--- src/rwc_map.svh ---
// Register offsets, field positions, reset values and timing counts of the reset controller
`ifndef RWC_MAP_SVH
`define RWC_MAP_SVH
`define RWC_OFF_WDT_CTRL     8'h00
`define RWC_OFF_RST_FLAGS    8'h04
`define RWC_OFF_BANDGAP      8'h08
`define RWC_OFF_CORE_STATUS  8'h0C
`define RWC_OFF_IRQ_STATUS   8'h10
`define RWC_OFF_IRQ_MASK     8'h14
`define RWC_WDT_CTRL_RESET   8'h53
`define RWC_KEY_MSB          7
`define RWC_KEY_LSB          3
`define RWC_KEY_CODE_A       5'h0A
`define RWC_KEY_CODE_B       5'h15
`define RWC_SEL_MSB          2
`define RWC_FLAG_UV_BIT      2
`define RWC_FLAG_KEY_BIT     0
`define RWC_BANDGAP_BIT      0
`define RWC_STAT_TO_BIT      0
`define RWC_STAT_PD_BIT      1
`define RWC_EV_TIMEOUT       0
`define RWC_EV_KEYERR        1
`define RWC_EV_UNDERVOLT     2
`define RWC_CLK_HZ           50000000
`define RWC_SLOW_OSC_HZ      32000
`define RWC_SLOW_TICK_CYC    (`RWC_CLK_HZ / `RWC_SLOW_OSC_HZ)
`define RWC_KEY_DELAY_NS     1000
`define RWC_KEY_DELAY_CYC    ((`RWC_KEY_DELAY_NS * 50 + 999) / 1000)
`define RWC_UV_QUALIFY_NS    60000
`define RWC_UV_QUALIFY_CYC   ((`RWC_UV_QUALIFY_NS * 50 + 999) / 1000)
`define RWC_RST_PULSE_CYC    16
`define RWC_WDT_MIN_EXP      8
`endif

--- src/rwc_pkg.sv ---
// Types shared by the reset and watchdog controller
package rwc_pkg;
    typedef enum logic [1:0] {
        RWC_SRC_POWER_ON = 2'h0,
        RWC_SRC_UNDERVOLT = 2'h1,
        RWC_SRC_WATCHDOG = 2'h3,
        RWC_SRC_KEY = 2'h2
    } rwc_src_e;
    typedef logic [7:0] rwc_byte_t;
endpackage

--- src/rwc_wdt_if.sv ---
// Signals between the controller and its watchdog counter
`timescale 1ns/1ps
interface rwc_wdt_if;
    logic        clear;
    logic        enable;
    logic        tick;
    logic [2:0]  ratio_sel;
    logic        timeout;
    logic [15:0] count;
    modport ctrl (output clear, output enable, output tick, output ratio_sel, input timeout, input count);
    modport cnt  (input clear, input enable, input tick, input ratio_sel, output timeout, output count);
endinterface

--- src/rwc_top.sv ---
// Reset sequencer, qualified undervoltage reset and watchdog control with AXI4-Lite registers
`timescale 1ns/1ps
`include "rwc_map.svh"
module rwc_top (
    // Clock and reset
    input  wire logic              I_MCLK,
    input  wire logic              I_RST,
    // Core and analog
    input  wire logic              I_WATCHDOG_CLEAR_INSTRUCTION,
    input  wire logic              I_HALT,
    input  wire logic              I_LOW_POWER,
    input  wire logic              I_UNDERVOLT,
    output logic                   O_SYS_RST,
    output logic                   O_POR_INIT,
    output logic                   O_PC_SP_CLR,
    output logic                   O_TIMEOUT_FLAG,
    output logic                   O_POWER_DOWN_FLAG,
    output logic                   O_BANDGAP_EN,
    output logic                   O_IRQ,
    // AXI4-Lite write
    input  wire logic [7:0]        S_AXI_AWADDR,
    input  wire logic              S_AXI_AWVALID,
    output logic                   S_AXI_AWREADY,
    input  wire logic [31:0]       S_AXI_WDATA,
    input  wire logic [3:0]        S_AXI_WSTRB,
    input  wire logic              S_AXI_WVALID,
    output logic                   S_AXI_WREADY,
    output logic [1:0]             S_AXI_BRESP,
    output logic                   S_AXI_BVALID,
    input  wire logic              S_AXI_BREADY,
    // AXI4-Lite read
    input  wire logic [7:0]        S_AXI_ARADDR,
    input  wire logic              S_AXI_ARVALID,
    output logic                   S_AXI_ARREADY,
    output rwc_pkg::rwc_byte_t     S_AXI_RDATA_LO,
    output logic [1:0]             S_AXI_RRESP,
    output logic                   S_AXI_RVALID,
    input  wire logic              S_AXI_RREADY
);
    import rwc_pkg::*;
    rwc_wdt_if wdt ();

    logic [7:0]  wdt_ctrl_reg;
    logic        flag_uv_reg;
    logic        flag_key_reg;
    logic        bandgap_reg;
    logic        to_reg;
    logic        pd_reg;
    logic [2:0]  irq_stat_reg;
    logic [2:0]  irq_mask_reg;
    logic [10:0] tick_cnt_reg;
    logic        tick_reg;
    logic [7:0]  key_cnt_reg;
    logic        key_pend_reg;
    logic [11:0] uv_cnt_reg;
    logic        uv_done_reg;
    logic        uv_meta_reg;
    logic        uv_sync_reg;
    logic [4:0]  rst_cnt_reg;
    logic        sys_rst_reg;
    logic        por_reg;
    logic        pcsp_reg;
    logic        irq_reg;
    logic        aw_full_reg;
    logic        w_full_reg;
    logic [7:0]  awaddr_reg;
    logic [7:0]  wdata_reg;
    logic        wstrb0_reg;
    logic        awready_reg;
    logic        wready_reg;
    logic        bvalid_reg;
    logic [1:0]  bresp_reg;
    logic        arready_reg;
    logic        rvalid_reg;
    logic [1:0]  rresp_reg;
    logic [7:0]  rdata_reg;

    // Bus decode
    wire       do_write  = aw_full_reg && w_full_reg && !bvalid_reg;
    wire       wr_ok     = do_write && wstrb0_reg;
    wire       wr_ctrl   = wr_ok && awaddr_reg == `RWC_OFF_WDT_CTRL;
    wire       wr_flags  = wr_ok && awaddr_reg == `RWC_OFF_RST_FLAGS;
    wire       wr_bg     = wr_ok && awaddr_reg == `RWC_OFF_BANDGAP;
    wire       wr_mask   = wr_ok && awaddr_reg == `RWC_OFF_IRQ_MASK;
    wire       wr_hit    = awaddr_reg == `RWC_OFF_WDT_CTRL || awaddr_reg == `RWC_OFF_RST_FLAGS ||
                           awaddr_reg == `RWC_OFF_BANDGAP || awaddr_reg == `RWC_OFF_IRQ_MASK ||
                           awaddr_reg == `RWC_OFF_CORE_STATUS || awaddr_reg == `RWC_OFF_IRQ_STATUS;
    wire       rd_take   = S_AXI_ARVALID && arready_reg;
    wire       rd_irq    = rd_take && S_AXI_ARADDR == `RWC_OFF_IRQ_STATUS;
    wire       rd_hit    = S_AXI_ARADDR == `RWC_OFF_WDT_CTRL || S_AXI_ARADDR == `RWC_OFF_RST_FLAGS ||
                           S_AXI_ARADDR == `RWC_OFF_BANDGAP || S_AXI_ARADDR == `RWC_OFF_CORE_STATUS ||
                           S_AXI_ARADDR == `RWC_OFF_IRQ_STATUS || S_AXI_ARADDR == `RWC_OFF_IRQ_MASK;
    wire [7:0] rd_mux    = (S_AXI_ARADDR == `RWC_OFF_WDT_CTRL)    ? wdt_ctrl_reg :
                           (S_AXI_ARADDR == `RWC_OFF_RST_FLAGS)   ? {5'h00, flag_uv_reg, 1'b0, flag_key_reg} :
                           (S_AXI_ARADDR == `RWC_OFF_BANDGAP)     ? {7'h00, bandgap_reg} :
                           (S_AXI_ARADDR == `RWC_OFF_CORE_STATUS) ? {6'h00, pd_reg, to_reg} :
                           (S_AXI_ARADDR == `RWC_OFF_IRQ_STATUS)  ? {5'h00, irq_stat_reg} :
                           (S_AXI_ARADDR == `RWC_OFF_IRQ_MASK)    ? {5'h00, irq_mask_reg} : 8'h00;

    wire [4:0] new_key   = wdata_reg[`RWC_KEY_MSB:`RWC_KEY_LSB];
    wire       key_bad   = wr_ctrl && new_key != `RWC_KEY_CODE_A && new_key != `RWC_KEY_CODE_B;
    wire [4:0] cur_key   = wdt_ctrl_reg[`RWC_KEY_MSB:`RWC_KEY_LSB];
    wire       key_ok    = cur_key == `RWC_KEY_CODE_A || cur_key == `RWC_KEY_CODE_B;
    wire       wdt_to    = wdt.timeout;
    wire       to_run    = wdt_to && !I_LOW_POWER;
    wire       to_sleep  = wdt_to && I_LOW_POWER;
    wire       key_fire  = key_pend_reg && key_cnt_reg == 8'h00;
    // qualifier held off in low power
    wire       uv_fire   = uv_sync_reg && !I_LOW_POWER && !uv_done_reg &&
                           uv_cnt_reg == 12'(`RWC_UV_QUALIFY_CYC - 1);
    wire       full_rst  = to_run || key_fire || uv_fire;
    wire [2:0] events    = {uv_fire, key_fire, wdt_to};

    assign wdt.clear     = I_WATCHDOG_CLEAR_INSTRUCTION || I_HALT || key_bad || sys_rst_reg;
    assign wdt.enable    = key_ok;
    assign wdt.tick      = tick_reg;
    assign wdt.ratio_sel = wdt_ctrl_reg[`RWC_SEL_MSB:0];

    rwc_wdt_cnt u_cnt (
        .I_MCLK (I_MCLK),
        .I_RST  (I_RST),
        .wdt    (wdt)
    );

    // Slow oscillator stand-in: one-cycle tick from a divider
    always_ff @(posedge I_MCLK) begin
        if (I_RST || tick_reg) begin
            tick_cnt_reg <= 11'h000;
        end else begin
            tick_cnt_reg <= tick_cnt_reg + 11'h001;
        end
        tick_reg <= !I_RST && !tick_reg && tick_cnt_reg == 11'(`RWC_SLOW_TICK_CYC - 2);
    end

    // Supply monitor pin is asynchronous
    always_ff @(posedge I_MCLK) begin
        uv_meta_reg <= I_UNDERVOLT;
        uv_sync_reg <= uv_meta_reg;
    end

    // dip must last the qualify time
    always_ff @(posedge I_MCLK) begin
        if (I_RST || !uv_sync_reg || I_LOW_POWER) begin
            uv_cnt_reg  <= 12'h000;
            uv_done_reg <= 1'b0;
        end else if (uv_fire) begin
            uv_done_reg <= 1'b1;
        end else if (!uv_done_reg) begin
            uv_cnt_reg <= uv_cnt_reg + 12'h001;
        end
    end

    // key reset waits out its delay
    always_ff @(posedge I_MCLK) begin
        if (I_RST || full_rst) begin
            key_pend_reg <= 1'b0;
            key_cnt_reg  <= 8'h00;
        end else if (key_bad) begin
            key_pend_reg <= 1'b1;
            key_cnt_reg  <= 8'(`RWC_KEY_DELAY_CYC - 1);
        end else if (key_fire) begin
            key_pend_reg <= 1'b0;
        end else if (key_pend_reg) begin
            key_cnt_reg <= key_cnt_reg - 8'h01;
        end
    end

    // power-on init held through the pulse
    always_ff @(posedge I_MCLK) begin
        if (I_RST) begin
            rst_cnt_reg <= 5'(`RWC_RST_PULSE_CYC);
            sys_rst_reg <= 1'b1;
            por_reg     <= 1'b1;
        end else if (full_rst) begin
            rst_cnt_reg <= 5'(`RWC_RST_PULSE_CYC);
            sys_rst_reg <= 1'b1;
        end else if (rst_cnt_reg != 5'h00) begin
            rst_cnt_reg <= rst_cnt_reg - 5'h01;
        end else begin
            sys_rst_reg <= 1'b0;
            por_reg     <= 1'b0;
        end
    end

    // only PC and SP cleared in low power
    always_ff @(posedge I_MCLK) begin
        pcsp_reg <= !I_RST && to_sleep;
    end

    // watchdog control and bandgap registers reload on full reset
    always_ff @(posedge I_MCLK) begin
        if (I_RST || full_rst) begin
            wdt_ctrl_reg <= `RWC_WDT_CTRL_RESET;
            bandgap_reg  <= 1'b0;
        end else begin
            if (wr_ctrl) begin
                wdt_ctrl_reg <= wdata_reg;
            end
            if (wr_bg) begin
                bandgap_reg <= wdata_reg[`RWC_BANDGAP_BIT];
            end
        end
    end

    always_ff @(posedge I_MCLK) begin
        if (I_RST) begin
            flag_uv_reg  <= 1'b0;
            flag_key_reg <= 1'b0;
        end else begin
            flag_uv_reg  <= uv_fire || (flag_uv_reg && !(wr_flags && !wdata_reg[`RWC_FLAG_UV_BIT]));
            flag_key_reg <= key_fire || (flag_key_reg && !(wr_flags && !wdata_reg[`RWC_FLAG_KEY_BIT]));
        end
    end

    always_ff @(posedge I_MCLK) begin
        if (I_RST) begin
            to_reg <= 1'b0;
            pd_reg <= 1'b0;
        end else if (wdt_to) begin
            to_reg <= 1'b1;
            pd_reg <= pd_reg || I_LOW_POWER;
        end else if (I_HALT) begin
            to_reg <= 1'b0;
            pd_reg <= 1'b1;
        end else if (I_WATCHDOG_CLEAR_INSTRUCTION) begin
            pd_reg <= 1'b0;
        end
    end

    // Sticky events, read clears, set wins
    always_ff @(posedge I_MCLK) begin
        if (I_RST) begin
            irq_stat_reg <= 3'h0;
            irq_mask_reg <= 3'h0;
            irq_reg      <= 1'b0;
        end else begin
            irq_stat_reg <= events | (rd_irq ? 3'h0 : irq_stat_reg);
            irq_reg      <= |((events | (rd_irq ? 3'h0 : irq_stat_reg)) & irq_mask_reg);
            if (wr_mask) begin
                irq_mask_reg <= wdata_reg[2:0];
            end
        end
    end

    // Write channel: address and data in either order
    always_ff @(posedge I_MCLK) begin
        if (I_RST) begin
            aw_full_reg <= 1'b0;
            w_full_reg  <= 1'b0;
            awready_reg <= 1'b1;
            wready_reg  <= 1'b1;
            bvalid_reg  <= 1'b0;
            bresp_reg   <= 2'h0;
            awaddr_reg  <= 8'h00;
            wdata_reg   <= 8'h00;
            wstrb0_reg  <= 1'b0;
        end else begin
            if (S_AXI_AWVALID && awready_reg) begin
                aw_full_reg <= 1'b1;
                awready_reg <= 1'b0;
                awaddr_reg  <= {S_AXI_AWADDR[7:2], 2'h0};
            end
            if (S_AXI_WVALID && wready_reg) begin
                w_full_reg <= 1'b1;
                wready_reg <= 1'b0;
                wdata_reg  <= S_AXI_WDATA[7:0];
                wstrb0_reg <= S_AXI_WSTRB[0];
            end
            if (do_write) begin
                aw_full_reg <= 1'b0;
                w_full_reg  <= 1'b0;
                bvalid_reg  <= 1'b1;
                bresp_reg   <= wr_hit ? 2'h0 : 2'h2;
            end
            if (bvalid_reg && S_AXI_BREADY) begin
                bvalid_reg  <= 1'b0;
                awready_reg <= 1'b1;
                wready_reg  <= 1'b1;
            end
        end
    end

    // Read channel, one outstanding
    always_ff @(posedge I_MCLK) begin
        if (I_RST) begin
            arready_reg <= 1'b1;
            rvalid_reg  <= 1'b0;
            rresp_reg   <= 2'h0;
            rdata_reg   <= 8'h00;
        end else if (rd_take) begin
            arready_reg <= 1'b0;
            rvalid_reg  <= 1'b1;
            rdata_reg   <= rd_mux;
            rresp_reg   <= rd_hit ? 2'h0 : 2'h2;
        end else if (rvalid_reg && S_AXI_RREADY) begin
            rvalid_reg  <= 1'b0;
            arready_reg <= 1'b1;
        end
    end

    assign O_SYS_RST         = sys_rst_reg;
    assign O_POR_INIT        = por_reg;
    assign O_PC_SP_CLR       = pcsp_reg;
    assign O_TIMEOUT_FLAG    = to_reg;
    assign O_POWER_DOWN_FLAG = pd_reg;
    assign O_BANDGAP_EN      = bandgap_reg;
    assign O_IRQ             = irq_reg;
    assign S_AXI_AWREADY     = awready_reg;
    assign S_AXI_WREADY      = wready_reg;
    assign S_AXI_BVALID      = bvalid_reg;
    assign S_AXI_BRESP       = bresp_reg;
    assign S_AXI_ARREADY     = arready_reg;
    assign S_AXI_RVALID      = rvalid_reg;
    assign S_AXI_RRESP       = rresp_reg;
    assign S_AXI_RDATA_LO    = rdata_reg;
endmodule

--- src/rwc_wdt_cnt.sv ---
// Watchdog counter clocked by slow oscillator ticks
`timescale 1ns/1ps
`include "rwc_map.svh"
module rwc_wdt_cnt (
    input  wire logic I_MCLK,
    input  wire logic I_RST,
    rwc_wdt_if.cnt    wdt
);
    import rwc_pkg::*;
    logic [15:0] count_reg;
    logic [15:0] count_next;
    logic        timeout_reg;
    wire  [15:0] limit;
    wire         at_limit;

    assign limit      = (16'h0100 << wdt.ratio_sel) - 16'h0001;
    assign at_limit   = (count_reg == limit);
    assign count_next = (wdt.clear || (wdt.tick && at_limit)) ? 16'h0000 :
                        (wdt.tick ? count_reg + 16'h0001 : count_reg);
    assign wdt.count  = count_reg;
    assign wdt.timeout = timeout_reg;

    always_ff @(posedge I_MCLK) begin
        if (I_RST || !wdt.enable) begin
            count_reg   <= 16'h0000;
            timeout_reg <= 1'b0;
        end else begin
            count_reg   <= count_next;
            timeout_reg <= wdt.tick && at_limit && !wdt.clear;
        end
    end
endmodule

--- config.mk ---
export PLATFORM = sky130hd
export DESIGN_NAME = rwc_top
export DESIGN_NICKNAME = d
export VERILOG_FILES = /design/src/rwc_pkg.sv /design/src/rwc_wdt_if.sv /design/src/rwc_top.sv /design/src/rwc_wdt_cnt.sv
export VERILOG_INCLUDE_DIRS = /design/src /design/src/src
export SDC_FILE = /design/constraint.sdc
export NUM_CORES = 1
export LEC_CHECK = 0
export ABC_AREA = 1
export BUFFER_PORTS_ARGS = -buffer_cell sky130_fd_sc_hd__buf_4
export CAP_MARGIN = 20
export CORE_MARGIN = 3
export CORE_UTILIZATION = 50
export DETAILED_ROUTE_END_ITERATION = 16
export HOLD_SLACK_MARGIN = 0.12
export PLACE_DENSITY_LB_ADDON = 0.1
export SETUP_SLACK_MARGIN = 0.02
export SYNTH_ARGS = -nofsm -noshare
export SYNTH_HDL_FRONTEND = slang
export SYNTH_SLANG_ARGS = --single-unit
export TNS_END_PERCENT = 5
--- constraint.sdc ---
create_clock -name I_MCLK -period 3.4 [get_ports I_MCLK]
set_input_delay 0.51 -clock I_MCLK [delete_from_list [all_inputs] [get_ports I_MCLK]]
set_output_delay 0.51 -clock I_MCLK [all_outputs]
set_load 0.1 [all_outputs]
After elaboration in Yosys (flattened, before gate mapping)
Cells that the tools add are included.
{"block": "totals", "reg_bits": 115, "inputBits": 63, "out_inout_bits": 24, "word_cells": 178}
{"block": "op_classes", "n_addsub": 6, "n_eq_ne": 18, "shifts": 1, "n_mux": 23, "bitwise": 7, "reduce_logical": 86}
{"op": "logical AND 1 bit", "count": 30}
{"op": "logical OR 1 bit", "count": 25}
{"op": "zero test 8 bit", "count": 3}
{"op": "2-to-1 mux 3 bit", "count": 6}
{"op": "2-to-1 mux 6 bit", "count": 3}
{"op": "adder 16 x 1 -> 16 bit, second input constant", "count": 1}
{"op": "== test 16 bit", "count": 1}
{"op": "== test 8 x 4 -> 1 bit, second input constant", "count": 2}
{"op": "== test 8 x 5 -> 1 bit, second input constant", "count": 2}
{"op": "<< shifter 9 x 3 -> 16 bit, first input constant", "count": 1}
{"op": "subtractor 16 x 1 -> 16 bit, second input constant", "count": 1}
{"op": "adder 12 x 1 -> 12 bit, second input constant", "count": 1}
{"op": "== test 12 bit, second input constant", "count": 1}
{"op": "== test 6 x 2 -> 1 bit, second input constant", "count": 2}
{"op": "== test 6 x 3 -> 1 bit, second input constant", "count": 2}
{"op": "zero test 1 bit", "count": 12}
{"op": "adder 11 x 1 -> 11 bit, second input constant", "count": 1}
{"op": "== test 11 bit, second input constant", "count": 1}
{"op": "2-to-1 mux 1 bit", "count": 11}
{"op": "OR reduction 2 bit", "count": 5}
{"op": "== test 8 x 3 -> 1 bit, second input constant", "count": 1}
{"op": "2-to-1 mux 8 bit", "count": 1}
{"op": "AND reduction 2 bit", "count": 4}
{"op": "nonzero test 2 bit", "count": 4}
{"op": "other kinds (15)", "count": 20}

Depth between registers and ports, before layout
{"block": "depth", "depth_word": 10, "ltp_mapped": 12, "depth_no_buf": 12}

Modules after synthesis
From an unflattened synthesis, not the netlist that was laid out.
{"block": "hier_totals", "hier_cells": 730, "area_unflattened_um2": 5361.4}
{"module": "rwc_top", "instances": 1, "cells_each": 572, "area_each_um2": 4249.1, "seq_area_each_um2": 1921.8}
{"module": "rwc_wdt_cnt", "instances": 1, "cells_each": 158, "area_each_um2": 1112.3, "seq_area_each_um2": 340.3}

Least setup slack after synthesis
No wires, ideal clock.
{"block": "synth_path", "path_type": "register to register", "from": "register bvalid_reg, in the netlist S_AXI_BVALID", "to": "register u_cnt.count_reg[13], in the netlist u_cnt.wdt.count[13]", "setup_time_ns": 0.062, "arrival_ns": 1.941, "t_required_ns": 3.338, "setup_slack_ns": 1.397, "path_stages_with_launch": 10, "path_buffers": 1, "period_less_slack_ns": 2.003, "cell_sequence": "dfxtp_1 -> inv_1 -> nand3_2 -> nor2_4 -> nand2_2 -> nor2_4 -> nor2_4 -> nand2_4 -> buf_12 -> nor2_2"}
{"block": "synth_between", "elab_chain_len": 10}
{"item": "start: declaration", "line_no": "rwc_top.sv:71", "text": "logic bvalid_reg;"}
{"item": "start signal: assignment", "line_no": "rwc_top.sv:252", "text": "bvalid_reg <= 1'b0;"}
{"item": "start signal: assignment", "line_no": "rwc_top.sv:272", "text": "bvalid_reg <= 1'b1;"}
{"item": "start signal: assignment", "line_no": "rwc_top.sv:276", "text": "bvalid_reg <= 1'b0;"}
{"item": "zero test 1 bit", "line_no": "rwc_top.sv:79", "text": "wire do_write = aw_full_reg && w_full_reg && !bvalid_reg;"}
{"item": "logical AND 1 bit", "line_no": "rwc_top.sv:79"}
{"item": "logical AND 1 bit", "line_no": "rwc_top.sv:80", "text": "wire wr_ok = do_write && wstrb0_reg;"}
{"item": "logical AND 1 bit (no line) (3 in series)"}
{"item": "logical OR 1 bit (2 in series)", "line_no": "rwc_top.sv:114", "text": "assign wdt.clear = I_WATCHDOG_CLEAR_INSTRUCTION || I_HALT || key_bad || sys_rst_reg;"}
{"item": "logical OR 1 bit", "line_no": "rwc_wdt_cnt.sv:18", "text": "assign count_next = (wdt.clear || (wdt.tick && at_limit)) ? 16'h0000 :"}
{"item": "OR reduction 2 bit (no line)"}
{"item": "end signal: assignment", "line_no": "rwc_wdt_cnt.sv:28", "text": "count_reg <= count_next;"}
{"item": "end: declaration", "line_no": "rwc_wdt_cnt.sv:10", "text": "logic [15:0] count_reg;"}
Every way passes these cells.
A chain may end at the register's enable or synchronous reset.

Final worst setup path
{"block": "layout_path", "from": "register uv_cnt_reg[0]", "to": "register key_cnt_reg[3]"}
{"block": "layout_between", "elab_chain_len": 5}
{"item": "start: declaration", "line_no": "rwc_top.sv:55", "text": "logic [11:0] uv_cnt_reg;"}
{"item": "start signal: assignment", "line_no": "rwc_top.sv:149", "text": "uv_cnt_reg <= uv_cnt_reg + 12'h001;"}
{"item": "== test 12 bit", "line_no": "rwc_top.sv:110", "text": "uv_cnt_reg == 12'(`RWC_UV_QUALIFY_CYC - 1);"}
{"item": "logical AND 1 bit", "line_no": "rwc_top.sv:109", "text": "wire uv_fire = uv_sync_reg && !I_LOW_POWER && !uv_done_reg &&"}
{"item": "logical OR 1 bit", "line_no": "rwc_top.sv:111", "text": "wire full_rst = to_run || key_fire || uv_fire;"}
{"item": "logical OR 1 bit", "line_no": "rwc_top.sv:155", "text": "if (I_RST || full_rst) begin"}
{"item": "OR reduction 2 bit (no line)"}
{"item": "end signal: assignment", "line_no": "rwc_top.sv:160", "text": "key_cnt_reg <= 8'(`RWC_KEY_DELAY_CYC - 1);"}
{"item": "end signal: assignment", "line_no": "rwc_top.sv:164", "text": "key_cnt_reg <= key_cnt_reg - 8'h01;"}
{"item": "end: declaration", "line_no": "rwc_top.sv:53", "text": "logic [7:0] key_cnt_reg;"}
Every way passes these cells.

==> reports/summary.txt <==
Levels on crit path -> 9
Bufs and invs on worst path -> 2
CTS H-tree depth -> 4
Fillers -> 897
Peak VDD IR -> 0.4508 mV
Ys Warns -> 0
DIE HEIGHT -> 107.8 um
Port Buf Inserts -> 55
R2R cell count -> 9
Wirelength per Cell -> 12.87 um
clock latency on the worst-skew pair -> 0.52 ns
Hold Crit Class -> in2reg
CTS Buf Count -> 17
multi-input logic area -> 2516 um2
Via density -> 5.115
EDFF count, synth -> 0
Worst EP arrival -> 2.37 ns
DIE WIDTH -> 107.8 um
final WL -> 11,790 um
Reg area -> 2262 um2
root buffer cell -> clkbuf_8
RSZ-0062 raised after global routing -> false
critical-path maximum fanout -> 14
vias in the first global route -> 4,410
first-pass GRT wire length -> 20,030 um
Syn-to-layout area delta -> 21.38%
Initial Utilization -> 52.27%
startpoint class of the critical path -> flip-flop
initial antenna violation count -> 0
relative slew slack -> 63.08%
Leak -> 2.578 nW
largest stage delay on the critical path -> 0.42 ns
Synth Instances -> 706
Vias -> 4,685
max-slew violation count -> 0
post-route DRC violation count -> 0
Tot GR Track Use -> 21.64%
final worst-path cycle share -> 57.74%
min Tclk post-route -> 1.963 ns
boundary pin count -> 87
Final setup viols -> 0
Cell Rows -> 36
core area -> 9910 um2
synthesized area -> 5180 um2
GP Congestion -> 0.8582
fraction of layout cells with a size suffix above 1 -> 15.96%
max-cap violation count -> 0
Sw Pwr -> 0.9976 mW
CP max stage cell -> dfxtp_1
Max Fclk -> 509.4 MHz
antenna viol nets, final -> 0
status -> finished, final reports clean
Final Hold Viols -> 0
asr flop ratio synth -> 0%
Reg power frac -> 40.1%
nets -> 840
Initial DRT Pass Iterations -> 4
skew final -> 0.005810 ns
pwr dens -> 571.3 nW/um2
crit-path most repeated cell -> nand3_1
Logic pwr share -> 12.0%
Synth cell types -> 40
First DRT Iteration DRCs -> 229
post-synthesis sequential area ratio -> 43.67%
critical path required time -> 3.81 ns
CP Cell Sequence -> ha_1 -> nand2_1 -> nor3_1 -> nand3_1 -> nand3_1 -> buf_4 -> inv_1 -> nand2_2 -> nor2_1
max reg flops -> 16
total power -> 3.592 mW
Most used DFF post-synth -> dfxtp_1
post-cts resize count -> 0
Yosys reg bits -> 113
worst hold path stage count -> 3
setup_tns -> 0 ns
clock power share -> 47.9%
worst-margin pin slew -> 0.5518 ns
Sw Ratio -> 27.77%
worst setup path class -> reg2reg
Detailed Place HPWL -> 8665 um
Avg Inst Size Synth -> 7.337 um2
TritonCTS clock tree -> yes
Clock Sinks -> 113
CTS clock-pin slew for the worst setup and hold paths -> 0.06 ns
Worst Setup End Kind -> flip-flop
clock buffer depth -> 2
cell-internal power -> 2.595 mW
Antenna Cells -> 0
largest net degree at the start of global routing -> 32
Top delay family on crit path -> simple AND/OR/NAND/NOR gates
grt ovf -> 0
DIE AREA -> 11,620 um2
==> area by class of cell <==
class,count,area share (%)
clock inverters,14,2.488
repair buffers,58,6.965
multi-input cells,495,40.02
flip-flops and latches,113,35.98
inverters,85,5.095
clock buffers,18,6.806
well taps,133,2.647
==> repair_timing <==
item | CTS | global route
hold buffers | 1 | 0
endpoints found under the setup margin | 0 | 0
setup buffers | 0 | 0
hold endpoints to repair | 1 | 0
==> per-layer routing <==
metal  vias to the layer above  share of wire (%)  track usage (%)
li1                       2431                  -                -
met1                      2156                 46            26.74
met2                        84                 49            36.32
met3                        14                4.3            5.399
met4                         0                1.3            8.115
met5                         -                  0                0
==> power groups by stage <==
stage | combinational, mW | clock, mW | sequential, mW
2_1_floorplan | 0.189 | 0 | 1.60
3_3_place_gp | 0.422 | 0 | 1.46
3_5_place_dp | 0.428 | 0 | 1.47
4_1_cts | 0.435 | 1.75 | 1.44
5_1_grt | 0.472 | 1.82 | 1.45
6_report | 0.432 | 1.72 | 1.44
==> cells in the mapped netlist, types with 2 or more instances <==
cell type / instances / area [um2]
nand2_1: 130 / 488.0
dfxtp_1: 113 / 2262
nor2_1: 87 / 326.6
inv_1: 82 / 307.8
a21oi_1: 66 / 330.3
o21ai_0: 49 / 245.2
nand3_1: 39 / 195.2
nor3_1: 20 / 100.1
xnor2_1: 14 / 122.6
nand4_1: 13 / 81.33
nor2_2: 13 / 81.33
xor2_1: 12 / 105.1
clkbuf_1: 8 / 30.03
ha_1: 7 / 87.58
nand2_2: 7 / 43.79
nor3_2: 5 / 50.05
buf_4: 4 / 30.03
nor2_4: 4 / 45.04
a31oi_1: 3 / 18.77
a211oi_1: 2 / 15.01
a41oi_1: 2 / 17.52
inv_2: 2 / 7.510
nand3_2: 2 / 20.02
nand3b_1: 2 / 15.01
o2111ai_1: 2 / 17.52
o211ai_1: 2 / 15.01
o21a_1: 2 / 15.01
o22ai_1: 2 / 12.51
==> cell families (layout without fill, tap and decap cells) <==
family | count (synthesis) | count (layout) | synth area share, %
compound gates | 134 | 134 | 13.84
xor+xnor | 26 | 26 | 4.396
buf+inv | 99 | 175 | 7.826
fa+ha+maj | 7 | 7 | 1.691
flops | 113 | 113 | 43.67
simple gates | 326 | 326 | 28.50
other cells | 1 | 2 | 0.07239
==> tightest hold or removal path, cell delays in order <==
cell and delay, ns:
buf_4 0.08, a21oi_1 0.08, nand2_1 0.06
==> worst paths after layout <==
kind | endpoint | start | slack (ns)
max | key_cnt_reg[3]$_SDFFE_PP0P_ | uv_cnt_reg[0]$_SDFFE_PP0P_ | 1.44
min | S_AXI_AWREADY$_SDFFE_PP1P_ | S_AXI_BREADY | 0.24
max reg2reg | key_cnt_reg[3]$_SDFFE_PP0P_ | uv_cnt_reg[0]$_SDFFE_PP0P_ | 1.44
min reg2reg | uv_sync_reg$_DFF_P_ | uv_meta_reg$_DFF_P_ | 0.34
==> cells in the final DEF, fill, tap and decap left out, types with 3 or more instances in the layout <==
cell	n
nand2_1	130
dfxtp_1	113
nor2_1	87
inv_1	82
a21oi_1	66
buf_4	57
o21ai_0	49
nand3_1	39
nor3_1	20
clkbuf_16	16
xnor2_1	14
nand4_1	13
nor2_2	13
xor2_1	12
nand2_2	7
ha_1	7
nor3_2	5
clkinv_4	5
nor2_4	4
inv_6	4
a31oi_1	3
clkinv_2	3
==> per-stage QoR <==
stage          worst slack (ns)  utilization (%)  instance area [um2]  hold WS, ns  cells
6_report                  1.437            63.45                 6287       0.2449    916
5_1_grt                   1.251            63.45                 6287       0.2471    916
4_1_cts                   1.424            63.45                 6287       0.2271    916
3_5_place_dp              1.440            57.45                 5693       0.3132    883
3_3_place_gp              1.452            57.45                 5693       0.3121    883
2_1_floorplan             1.397                -                 5184       0.3096    707
Note: power is estimated with default switching activity, not from simulation.
